===== src/design/dcr_defines.svh =====
// Purpose: offsets-free constants of the disc controller register interface
// Assumes: accumulator bit 0 is the most significant bit, so field n sits at [15-n]
// Notes: vector ranges below are already converted to verilog bit order
`ifndef DCR_DEFINES_SVH
`define DCR_DEFINES_SVH

// accumulator fields of the command/drive output instruction
`define DCR_AC_CLR_DONE 15
`define DCR_AC_CLR_SEEK 14
`define DCR_AC_CMD 10:7
`define DCR_AC_DRIVE 6:5
`define DCR_AC_AUX 3:0
// cylinder and surface/sector/count fields
`define DCR_AC_CYL 9:0
`define DCR_AC_SURF 14:10
`define DCR_AC_SECT 9:5
`define DCR_AC_CNT 4:0
// controller status word positions
`define DCR_ST_CTL_FULL 15
`define DCR_ST_DONE 14
`define DCR_ST_SEEK_HI 13
`define DCR_ST_ERR_HI 8
`define DCR_ST_CTL_ERR 0
// drive status word positions
`define DCR_DS_RESERVED 14
`define DCR_DS_READY 12
`define DCR_DS_BUSY 11
`define DCR_DS_WPROT 9
`define DCR_DS_ILL_ADDR 7
`define DCR_DS_ILL_CMD 6
`define DCR_DS_FAULT 5:3
`define DCR_DS_ERR 0
// configured capacity
`define DCR_MAX_SURFACE 5'h13
`define DCR_MAX_SECTOR 5'h1F
// timing
`define DCR_CLK_KHZ 50000
`define DCR_XFER_TMO_MS 1000
`define DCR_SEEK_TMO_MS 500
`define DCR_XFER_TMO_CYC (`DCR_XFER_TMO_MS * `DCR_CLK_KHZ)
`define DCR_SEEK_TMO_CYC (`DCR_SEEK_TMO_MS * `DCR_CLK_KHZ)
`define DCR_TMR_W 26
// reset values
`define DCR_RST_WORD 16'h0000

`endif


===== src/design/dcr_pkg.sv =====
// Purpose: types shared by the disc controller register interface
// Assumes: nothing
// Notes: command codes follow the 4-bit command field
package dcr_pkg;
   typedef enum logic [3:0] {
      dcr_read = 4'h0, dcr_recal = 4'h1, dcr_seek = 4'h2, dcr_wr_hdr = 4'h3,
      dcr_rd_offp = 4'h4, dcr_rd_offm = 4'h5, dcr_format = 4'h6, dcr_release = 4'h7,
      dcr_trespass = 4'h8, dcr_alt1 = 4'h9, dcr_alt2 = 4'hA, dcr_nop = 4'hB,
      dcr_verify = 4'hC, dcr_rd_fifo = 4'hD, dcr_write = 4'hE, dcr_rd_fmt = 4'hF
   } dcr_cmd_type;

   // gray along idle -> check -> transfer
   typedef enum logic [1:0] {
      dcr_st_idle = 2'b00, dcr_st_check = 2'b01, dcr_st_xfer = 2'b11
   } dcr_state_type;
endpackage


===== src/design/dcr_timeout.sv =====
// Purpose: restartable one-shot timeout counter
// Assumes: i_start and i_run are synchronous to i_ref_clk
// Notes: o_expired pulses once when i_run has stayed high for LIMIT cycles
`timescale 1ns/10ps
`include "dcr_defines.svh"
module dcr_timeout #(
   parameter int unsigned LIMIT = 16
) (
   input wire logic i_ref_clk,
   input wire logic i_rst_n,
   input wire logic i_start,
   input wire logic i_run,
   output logic o_expired
);
   typedef struct packed {
      logic [`DCR_TMR_W-1:0] cnt;
      logic fired;
   } dcr_tmr_type;

   dcr_tmr_type r;
   dcr_tmr_type next_r;

   // counting stops after firing so a stuck run level gives only one pulse
   always_comb begin
      next_r = r;
      if (i_start || !i_run) begin
         next_r.cnt = '0;
         next_r.fired = 1'b0;
      end else if (!r.fired) begin
         if (r.cnt == `DCR_TMR_W'(LIMIT - 1)) begin
            next_r.fired = 1'b1;
         end
         next_r.cnt = r.cnt + `DCR_TMR_W'(1);
      end
   end

   always_ff @(posedge i_ref_clk or negedge i_rst_n) begin
      if (!i_rst_n) begin
         r <= '0;
      end else begin
         r <= next_r;
      end
   end

   assign o_expired = i_run && !i_start && !r.fired && (r.cnt == `DCR_TMR_W'(LIMIT - 1));
endmodule // dcr_timeout


===== src/design/dcr_io_regs.sv =====
// Purpose: programmed-I/O register interface of a moving-head disc controller
// Assumes: instruction strobes are one-cycle pulses synchronous to i_ref_clk
// Notes: sector engine, DMA path and drive cable sit outside; they report events here
`timescale 1ns/10ps
`include "dcr_defines.svh"
module dcr_io_regs #(
   parameter int unsigned XFER_TMO_CYC = `DCR_XFER_TMO_CYC,
   parameter int unsigned SEEK_TMO_CYC = `DCR_SEEK_TMO_CYC
) (
   input wire logic i_ref_clk,
   input wire logic i_rst_n,
   input wire logic [15:0] i_accumulator,
   input wire logic i_out_cmd_drive_instr,
   input wire logic i_out_mem_addr_instr,
   input wire logic i_out_cyl_or_sector_instr,
   input wire logic i_io_pulse_control,
   input wire logic i_io_start_control,
   input wire logic i_in_ctrl_status_instr,
   input wire logic i_in_drive_status_instr,
   input wire logic i_in_sector_position_instr,
   input wire logic i_drv_cmd_taken,
   input wire logic [3:0] i_drv_seek_done,
   input wire logic i_drv_reserved,
   input wire logic i_drv_ready,
   input wire logic i_drv_busy,
   input wire logic i_drv_wprot,
   input wire logic [2:0] i_drv_fault,
   input wire logic i_drv_cyl_illegal,
   input wire logic i_drv_seek_error,
   input wire logic i_sector_done,
   input wire logic i_ecc_error,
   input wire logic i_verify_mismatch,
   input wire logic i_bad_sector,
   input wire logic i_hdr_cyl_mismatch,
   input wire logic i_hdr_surf_mismatch,
   input wire logic i_fifo_late,
   input wire logic [31:0] i_ecc_residue,
   output logic [15:0] o_data_in,
   output logic o_busy,
   output logic o_done,
   output logic o_control_full,
   output logic [3:0] o_command,
   output logic [1:0] o_drive_sel,
   output logic [15:0] o_dma_addr,
   output logic [3:0] o_upper_address_bits,
   output logic [9:0] o_cylinder,
   output logic [4:0] o_surface,
   output logic [4:0] o_sector,
   output logic [4:0] o_count,
   output logic o_drv_cmd_start,
   output logic o_xfer_abort,
   output logic o_ecc_retry,
   output logic o_fault_clear,
   output logic o_recalibrate
);
   typedef struct packed {
      dcr_pkg::dcr_state_type state;
      dcr_pkg::dcr_cmd_type cmd;
      logic [1:0] drive_sel;
      logic [3:0] aux;
      logic [15:0] dma_addr;
      logic [3:0] ext_addr;
      logic [9:0] cyl;
      logic [4:0] surf;
      logic [4:0] sect;
      logic [4:0] cnt;
      logic ctl_full;
      logic done;
      logic [3:0] seek_done;
      logic [7:0] err;      // index 0 is status bit 8, index 7 is bit 1
      logic fault_lat;
      logic ill_addr;
      logic ill_cmd;
      logic retried;
      logic seek_run;
      logic [15:0] data_in;
      logic drv_start;
      logic abort;
      logic retry;
      logic fault_clr;
      logic recal;
   } dcr_io_type;

   dcr_io_type r;
   dcr_io_type next_r;
   logic xfer_tmo;
   logic seek_tmo;
   logic start_ok;
   logic seek_go;

   // commands that move sector data and so make the controller busy
   function automatic logic is_data_cmd(input dcr_pkg::dcr_cmd_type c);
      is_data_cmd = !(c inside {dcr_pkg::dcr_recal, dcr_pkg::dcr_seek, dcr_pkg::dcr_release,
         dcr_pkg::dcr_trespass, dcr_pkg::dcr_alt1, dcr_pkg::dcr_alt2, dcr_pkg::dcr_nop});
   endfunction

   // only reads, plain or offset, get the single ECC retry
   function automatic logic is_read_cmd(input dcr_pkg::dcr_cmd_type c);
      is_read_cmd = c inside {dcr_pkg::dcr_read, dcr_pkg::dcr_rd_offp, dcr_pkg::dcr_rd_offm};
   endfunction

   // normal controller status word
   function automatic logic [15:0] ctl_word(input dcr_io_type s, input logic [2:0] flt);
      logic [15:0] w;
      w = `DCR_RST_WORD;
      w[`DCR_ST_CTL_FULL] = s.ctl_full;
      w[`DCR_ST_DONE] = s.done;
      for (int d = 0; d < 4; d++) begin
         w[`DCR_ST_SEEK_HI - d] = s.seek_done[d];
      end
      for (int e = 0; e < 8; e++) begin
         w[`DCR_ST_ERR_HI - e] = s.err[e];
      end
      w[`DCR_ST_CTL_ERR] = (|s.err) || s.fault_lat || (|flt);
      ctl_word = w;
   endfunction

   assign o_busy = (r.state != dcr_pkg::dcr_st_idle);
   assign start_ok = i_io_start_control && !o_busy && is_data_cmd(r.cmd);
   assign seek_go = i_out_cyl_or_sector_instr && i_io_pulse_control && !r.ctl_full
      && (r.cmd == dcr_pkg::dcr_seek) && !i_drv_busy;

   // transfer watchdog, restarted by every accepted start
   dcr_timeout #(.LIMIT(XFER_TMO_CYC)) u_xfer_tmo (
      .i_ref_clk(i_ref_clk),
      .i_rst_n(i_rst_n),
      .i_start(start_ok),
      .i_run(o_busy),
      .o_expired(xfer_tmo)
   );

   // seek watchdog, runs from command start until the drive reports done
   dcr_timeout #(.LIMIT(SEEK_TMO_CYC)) u_seek_tmo (
      .i_ref_clk(i_ref_clk),
      .i_rst_n(i_rst_n),
      .i_start(seek_go),
      .i_run(r.seek_run),
      .o_expired(seek_tmo)
   );

   // next state: clears first, sets later so a simultaneous event wins, except control full and seek_run, where the drive-taken or bad-cylinder clear wins
   always_comb begin
      logic fin;
      logic adv;
      fin = 1'b0;
      adv = 1'b0;
      next_r = r;
      next_r.drv_start = 1'b0;
      next_r.abort = 1'b0;
      next_r.retry = 1'b0;
      next_r.fault_clr = 1'b0;
      next_r.recal = 1'b0;
      // command and drive select; locked out while a drive command is pending
      if (i_out_cmd_drive_instr && !r.ctl_full) begin
         if (i_accumulator[`DCR_AC_CLR_DONE]) begin
            next_r.done = 1'b0;
         end
         for (int d = 0; d < 4; d++) begin
            if (i_accumulator[`DCR_AC_CLR_SEEK - d]) begin
               next_r.seek_done[d] = 1'b0;
            end
         end
         next_r.cmd = dcr_pkg::dcr_cmd_type'(i_accumulator[`DCR_AC_CMD]);
         next_r.drive_sel = i_accumulator[`DCR_AC_DRIVE];
         next_r.aux = i_accumulator[`DCR_AC_AUX];
         next_r.ill_addr = 1'b0;
         next_r.ill_cmd = 1'b0;
      end
      // memory address load
      if (i_out_mem_addr_instr && !o_busy) begin
         next_r.dma_addr = i_accumulator;
         next_r.ext_addr = r.aux;
      end
      // cylinder or surface/sector/count load, chosen by the held command
      if (i_out_cyl_or_sector_instr) begin
         if (r.cmd == dcr_pkg::dcr_seek) begin
            if (!r.ctl_full) begin
               next_r.cyl = i_accumulator[`DCR_AC_CYL];
            end
         end else if (!o_busy) begin
            next_r.surf = i_accumulator[`DCR_AC_SURF];
            next_r.sect = i_accumulator[`DCR_AC_SECT];
            next_r.cnt = i_accumulator[`DCR_AC_CNT];
         end
         if (i_io_pulse_control && !r.ctl_full) begin
            next_r.ctl_full = 1'b1;
            next_r.drv_start = 1'b1;
            if (r.cmd == dcr_pkg::dcr_seek && i_drv_busy) begin
               next_r.ill_cmd = 1'b1;
            end
         end
      end
      if (i_drv_cmd_taken) begin
         next_r.ctl_full = 1'b0;
      end
      if (seek_go) begin
         next_r.seek_run = 1'b1;
      end else if (i_drv_seek_done[r.drive_sel]) begin
         next_r.seek_run = 1'b0;
      end
      // drive-level errors; seek error and bad cylinder both force a recalibrate
      if (seek_tmo || i_drv_cyl_illegal) begin
         next_r.ill_addr = 1'b1;
         next_r.recal = 1'b1;
         next_r.seek_run = 1'b0;
      end
      if (i_drv_seek_error) begin
         next_r.recal = 1'b1;
         next_r.seek_done[r.drive_sel] = 1'b1;
      end
      next_r.seek_done = next_r.seek_done | i_drv_seek_done;
      // transfer sequencing
      case (r.state)
         dcr_pkg::dcr_st_idle: begin
            if (start_ok) begin
               next_r.state = dcr_pkg::dcr_st_check;
               next_r.done = 1'b0;
               next_r.err = 8'h00;
               next_r.fault_lat = 1'b0;
               next_r.retried = 1'b0;
               if (r.cmd == dcr_pkg::dcr_write && i_drv_wprot) begin
                  next_r.ill_cmd = 1'b1;
               end
            end
         end
         dcr_pkg::dcr_st_check: begin
            // caught before the sector engine is released
            if (r.surf > `DCR_MAX_SURFACE || r.sect > `DCR_MAX_SECTOR) begin
               next_r.err[0] = 1'b1;
               fin = 1'b1;
            end else begin
               next_r.state = dcr_pkg::dcr_st_xfer;
            end
         end
         dcr_pkg::dcr_st_xfer: begin
            // prompt terminations leave the position on the failing sector
            if (i_bad_sector || i_hdr_cyl_mismatch || i_hdr_surf_mismatch || xfer_tmo
                  || i_fifo_late || (|i_drv_fault)) begin
               next_r.err[2] = i_bad_sector;
               next_r.err[3] = i_hdr_cyl_mismatch;
               next_r.err[4] = i_hdr_surf_mismatch;
               next_r.err[6] = xfer_tmo;
               next_r.err[7] = i_fifo_late;
               if (|i_drv_fault) begin
                  next_r.fault_lat = 1'b1;
                  next_r.fault_clr = 1'b1;
               end
               fin = 1'b1;
            end else if (i_sector_done) begin
               if (i_ecc_error && is_read_cmd(r.cmd) && !r.retried) begin
                  next_r.retried = 1'b1;
                  next_r.retry = 1'b1;
               end else begin
                  adv = 1'b1;
                  next_r.retried = 1'b0;
                  if (i_ecc_error) begin
                     next_r.err[1] = 1'b1;
                     fin = 1'b1;
                  end else if (i_verify_mismatch && r.cmd == dcr_pkg::dcr_verify) begin
                     next_r.err[5] = 1'b1;
                     fin = 1'b1;
                  end else if (r.cnt == 5'h1F) begin
                     fin = 1'b1;
                  end
               end
            end
         end
         default: begin
            next_r.state = dcr_pkg::dcr_st_idle;
         end
      endcase
      // step to the next sector; count is two's complement so it climbs toward zero
      if (adv) begin
         next_r.cnt = r.cnt + 5'h01;
         if (r.sect >= `DCR_MAX_SECTOR) begin
            next_r.sect = 5'h00;
            next_r.surf = r.surf + 5'h01;
         end else begin
            next_r.sect = r.sect + 5'h01;
         end
      end
      if (fin) begin
         next_r.state = dcr_pkg::dcr_st_idle;
         next_r.done = 1'b1;
         next_r.abort = (|next_r.err) || next_r.fault_lat;
      end
      // data-in read-back, alternate modes chosen by the held command
      if (i_in_ctrl_status_instr) begin
         case (r.cmd)
            dcr_pkg::dcr_alt1: next_r.data_in = r.dma_addr;
            dcr_pkg::dcr_alt2: next_r.data_in = i_ecc_residue[31:16];
            default: next_r.data_in = ctl_word(r, i_drv_fault);
         endcase
      end else if (i_in_drive_status_instr) begin
         case (r.cmd)
            dcr_pkg::dcr_alt1: next_r.data_in = {12'h000, r.ext_addr};
            dcr_pkg::dcr_alt2: next_r.data_in = i_ecc_residue[15:0];
            default: begin
               next_r.data_in = `DCR_RST_WORD;
               next_r.data_in[`DCR_DS_RESERVED] = i_drv_reserved;
               next_r.data_in[`DCR_DS_READY] = i_drv_ready;
               next_r.data_in[`DCR_DS_BUSY] = i_drv_busy;
               next_r.data_in[`DCR_DS_WPROT] = i_drv_wprot;
               next_r.data_in[`DCR_DS_ILL_ADDR] = r.ill_addr;
               next_r.data_in[`DCR_DS_ILL_CMD] = r.ill_cmd;
               next_r.data_in[`DCR_DS_FAULT] = i_drv_fault;
               next_r.data_in[`DCR_DS_ERR] = r.ill_addr || r.ill_cmd || (|i_drv_fault);
            end
         endcase
      end else if (i_in_sector_position_instr) begin
         next_r.data_in = {1'b0, r.surf, r.sect, r.cnt};
      end
   end

   // single state register; reset stands in for the I/O reset instruction
   always_ff @(posedge i_ref_clk or negedge i_rst_n) begin
      if (!i_rst_n) begin
         r <= '0;
      end else begin
         r <= next_r;
      end
   end

   assign o_data_in = r.data_in;
   assign o_done = r.done;
   assign o_control_full = r.ctl_full;
   assign o_command = r.cmd;
   assign o_drive_sel = r.drive_sel;
   assign o_dma_addr = r.dma_addr;
   assign o_upper_address_bits = r.ext_addr;
   assign o_cylinder = r.cyl;
   assign o_surface = r.surf;
   assign o_sector = r.sect;
   assign o_count = r.cnt;
   assign o_drv_cmd_start = r.drv_start;
   assign o_xfer_abort = r.abort;
   assign o_ecc_retry = r.retry;
   assign o_fault_clear = r.fault_clr;
   assign o_recalibrate = r.recal;
endmodule // dcr_io_regs


===== config.mk =====
export PLATFORM = sky130hd
export DESIGN_NAME = dcr_io_regs
export DESIGN_NICKNAME = d
export VERILOG_FILES = /design/src/design/dcr_pkg.sv /design/src/design/dcr_timeout.sv /design/src/design/dcr_io_regs.sv
export VERILOG_INCLUDE_DIRS = /design/src /design/src/design
export SDC_FILE = /design/constraint.sdc
export NUM_CORES = 1
export LEC_CHECK = 0
export ABC_AREA = 1
export BUFFER_PORTS_ARGS = -buffer_cell sky130_fd_sc_hd__buf_2
export CORE_MARGIN = 1.5
export CORE_UTILIZATION = 51
export DETAILED_ROUTE_END_ITERATION = 8
export PLACE_DENSITY = 0.77
export SLEW_MARGIN = 20
export SYNTH_ARGS = -nofsm -noshare
export SYNTH_HDL_FRONTEND = slang
export SYNTH_SLANG_ARGS = --single-unit

===== constraint.sdc =====
create_clock -name i_ref_clk -period 1.8 [get_ports i_ref_clk]
set_input_delay 0.36 -clock i_ref_clk [delete_from_list [all_inputs] [get_ports i_ref_clk]]
set_output_delay 0.36 -clock i_ref_clk [all_outputs]
set_load 0.01 [all_outputs]

==> results.tsv <==
metric	value	unit
Syn-to-layout area delta	28.7	%
Placed Area	0.00992	sq mm
Iteration-0 DRC Markers	723	
HPWL after DPL	20000	microns
met3 Use GR	9.42	%
Synth top cells by count	nand2_1, dfrtp_1, inv_1, o21ai_0, nor2_1	
busiest grt layer	met2	
Final Worst Setup Slack	-0.101	ns
H-tree levels	4	
max_cap viols	0	
Post-Synthesis Cell Area	0.00848	sq mm
total die area	0.0174	sq mm
row cnt	46	
Rel. slew slack	71.0	%
Mapped Nets	1153	
Pre-Repair DR Iteration Count	7	
vias per cell	5.54	
ys async rst share	100	%
Chip Height	132	microns
failing checks	setup timing	
EDFF count, synth	0	
WL/cell	17.6	microns
Final setup viols	13	
Slew Limit Fails	0	
clk_lat worst skew	0.44	ns
clk buf depth	2	
critical path type	flip-flop to flip-flop	
post-synth top area cell	dfrtp_1	
final instance area	0.0109	sq mm
Final nets	1374	
RSZ-0062 raised after global routing	true	
synth top area cells	dfrtp_1, nand2_1, buf_4, o21ai_0, inv_1	
Lkg Pwr	5.28	nW
PwrDens	1190	mW/mm^2
IO Pins	154	
CTS tree	done	
CP Max Fanout	8	
post-layout util	68.0	%
grt ovf	0	
worst endpoint data arrival time	2.23	ns
min Tclk post-route	1.90	ns
Seq/Total Area, Yosys	44.6	%
clock buffer count from CTS	17	
Routed WL	26600	microns
Fmax achieved	526	MHz
worst vdd rail ir drop	837	uV
area fraction of the dominant cell type after synthesis	44.6	%
initial core utilization	52.8	%
final hold vios	0	
fin crit share	106	%
number of port buffers	153	
outcome	finished, violations left	
Primary FF master, synth	dfrtp_1	
slew at the pin closest to its max-slew limit	0.435	ns
die width	132	microns
CORE AREA	0.0161	sq mm
DRT antenna net count	0	
HP Class	primary input to flip-flop	
syn_area_per_cell	7.98	sq um
M2 GR Usage	48.3	%
synthesized flop and latch total	151	
CTS Sinks	151	
crit path capture type	flip-flop	
Placer Congestion	0.985	
most common cell in the netlist	nand2_1	
global-route usage over all layers	30.9	%
Post-Route Skew	0.0148	ns
via count	8394	
number of global-route vias before repair	8098	
first-pass GRT wire length	42100	microns
met1 usage	40.6	%
startpoint types	flip-flop	
Mapped Cells	1062	
Worst Path Required	2.13	ns
Ys Warns	0	
largest net degree at the start of global routing	41	
Yosys cell types	53	
Root Buffer	clkbuf_16	
antenna violations before repair	3	
share of post-route cells with drive strength above 1	34.4	%
Reg clk slew, reported paths	0.07	ns
DRC	0	
## per-layer routing
layer	vias up	wire length [microns]
li1	3941	-
met1	3963	10900
met2	432	12300
met3	56	2770
met4	2	685
met5	-	15
## flip-flops by register name, indices dropped and copies added (netlist names)
name and flops:
o_command 4, o_control_full 1, o_count 5, o_cylinder 10
o_data_in 16, o_dma_addr 16, o_done 1, o_drive_sel 2
o_drv_cmd_start 1, o_ecc_retry 1, o_fault_clear 1, o_recalibrate 1
o_sector 5, o_surface 5, o_upper_address_bits 4, o_xfer_abort 1
r 23, u_seek_tmo.r 27, u_xfer_tmo.r 27
## worst paths after layout
kind / startpoint / end / slack (ns) / cells past startpoint
min reg2reg: o_cylinder[8] / o_cylinder[8] / 0.49 / 2
max reg2reg: u_xfer_tmo.r[1] / o_count[1] / -0.10 / 10
min: i_drv_cmd_taken / o_control_full / 0.06 / 2
min in group asynchronous: i_rst_n / u_xfer_tmo.r[8] / 0.40 / 2
max: u_xfer_tmo.r[1] / o_count[1] / -0.10 / 10
max in group asynchronous: i_rst_n / o_dma_addr[2] / 0.82 / 3
## metrics by stage
step	setup TNS, ns	worst slack, ns	instances	hold WS [ns]	power (mW)
2_1_floorplan	0	0.0408	1062	0.0644	7.65
3_3_place_gp	-0.373	-0.0751	1467	0.303	9.00
3_5_place_dp	-1.51	-0.125	1467	0.303	9.10
4_1_cts	-0.694	-0.100	1504	0.0590	12.6
5_1_grt	-2.70	-0.205	1514	0.0527	13.6
6_report	-0.602	-0.101	1514	0.0618	13.0
## where the power goes
part | switching [mW] | internal [mW] | leakage (nW)
combinational | 2.75 | 1.97 | 3.07
sequential | 0.746 | 4.15 | 1.95
clock | 1.57 | 1.79 | 0.263
total | 5.06 | 7.90 | 5.28
## placed cells by master, fill, tap and decap left out, drive strengths merged, types with 2 or more instances in the layout
| cell | count |
|---|---|
| buf | 296 |
| nand2 | 237 |
| dfrtp | 151 |
| inv | 130 |
| o21ai | 95 |
| nor2 | 85 |
| nand3 | 70 |
| a21oi | 52 |
| nor3 | 25 |
| clkbuf | 17 |
| nand4 | 15 |
| ha | 12 |
| nor4 | 11 |
| o211ai | 10 |
| o311ai | 10 |
| a221oi | 9 |
| a31oi | 8 |
| nand3b | 7 |
| o21a | 7 |
| clkinv | 7 |
| xor2 | 4 |
| a22oi | 4 |
| diode | 3 |
| nor3b | 3 |
| clkinvlp | 3 |
| o221ai | 3 |
| o22ai | 3 |
| or2 | 3 |
| xnor2 | 2 |
| mux2i | 2 |
| a211oi | 2 |
| mux2 | 2 |
| a221o | 2 |
| o2111ai | 2 |
## worst max-delay path, stage by stage (launching register included)
cell	delay (ns)
dfrtp_1	0.36
ha_2	0.19
nand2_2	0.07
nor3_4	0.17
nand2_4	0.11
inv_4	0.08
nand3_4	0.11
nand4_4	0.11
buf_6	0.14
clkinvlp_4	0.18
o311ai_2	0.26
## kinds of logic (layout without fill, tap and decap cells)
group                    count (synthesis)  in the layout  share of synthesized area [%]
AO/OA/AOI/OAI                          211            211                           14.7
multiplexers                             4              4                          0.502
flip-flops                             151            151                           44.6
XOR/XNOR                                 6              6                          0.620
adder cells (fa/ha/maj)                 12             12                           1.77
AND/OR/NAND/NOR                        457            457                           24.9
buffers and inverters                  221            454                           13.0
other                                    0              3                              0
## what timing repair did
action                     CTS  global route
setup endpoints to repair   37            64
pin swaps                    9            16
setup buffers                5             7
resized for setup           36            67
hold buffers                 1             0
hold endpoints to repair    35             0
## area by class of cell
class | instances | area, sq um
clock buffer | 17 | 425
sequential | 151 | 3780
fill | 1268 | 5150
inverter | 126 | 482
multi-input combinational | 690 | 3920
timing repair buffer | 297 | 1910
antenna | 3 | 7.51
clock inverter | 14 | 115
tap | 216 | 270
(Power assumes the default switching activity.)
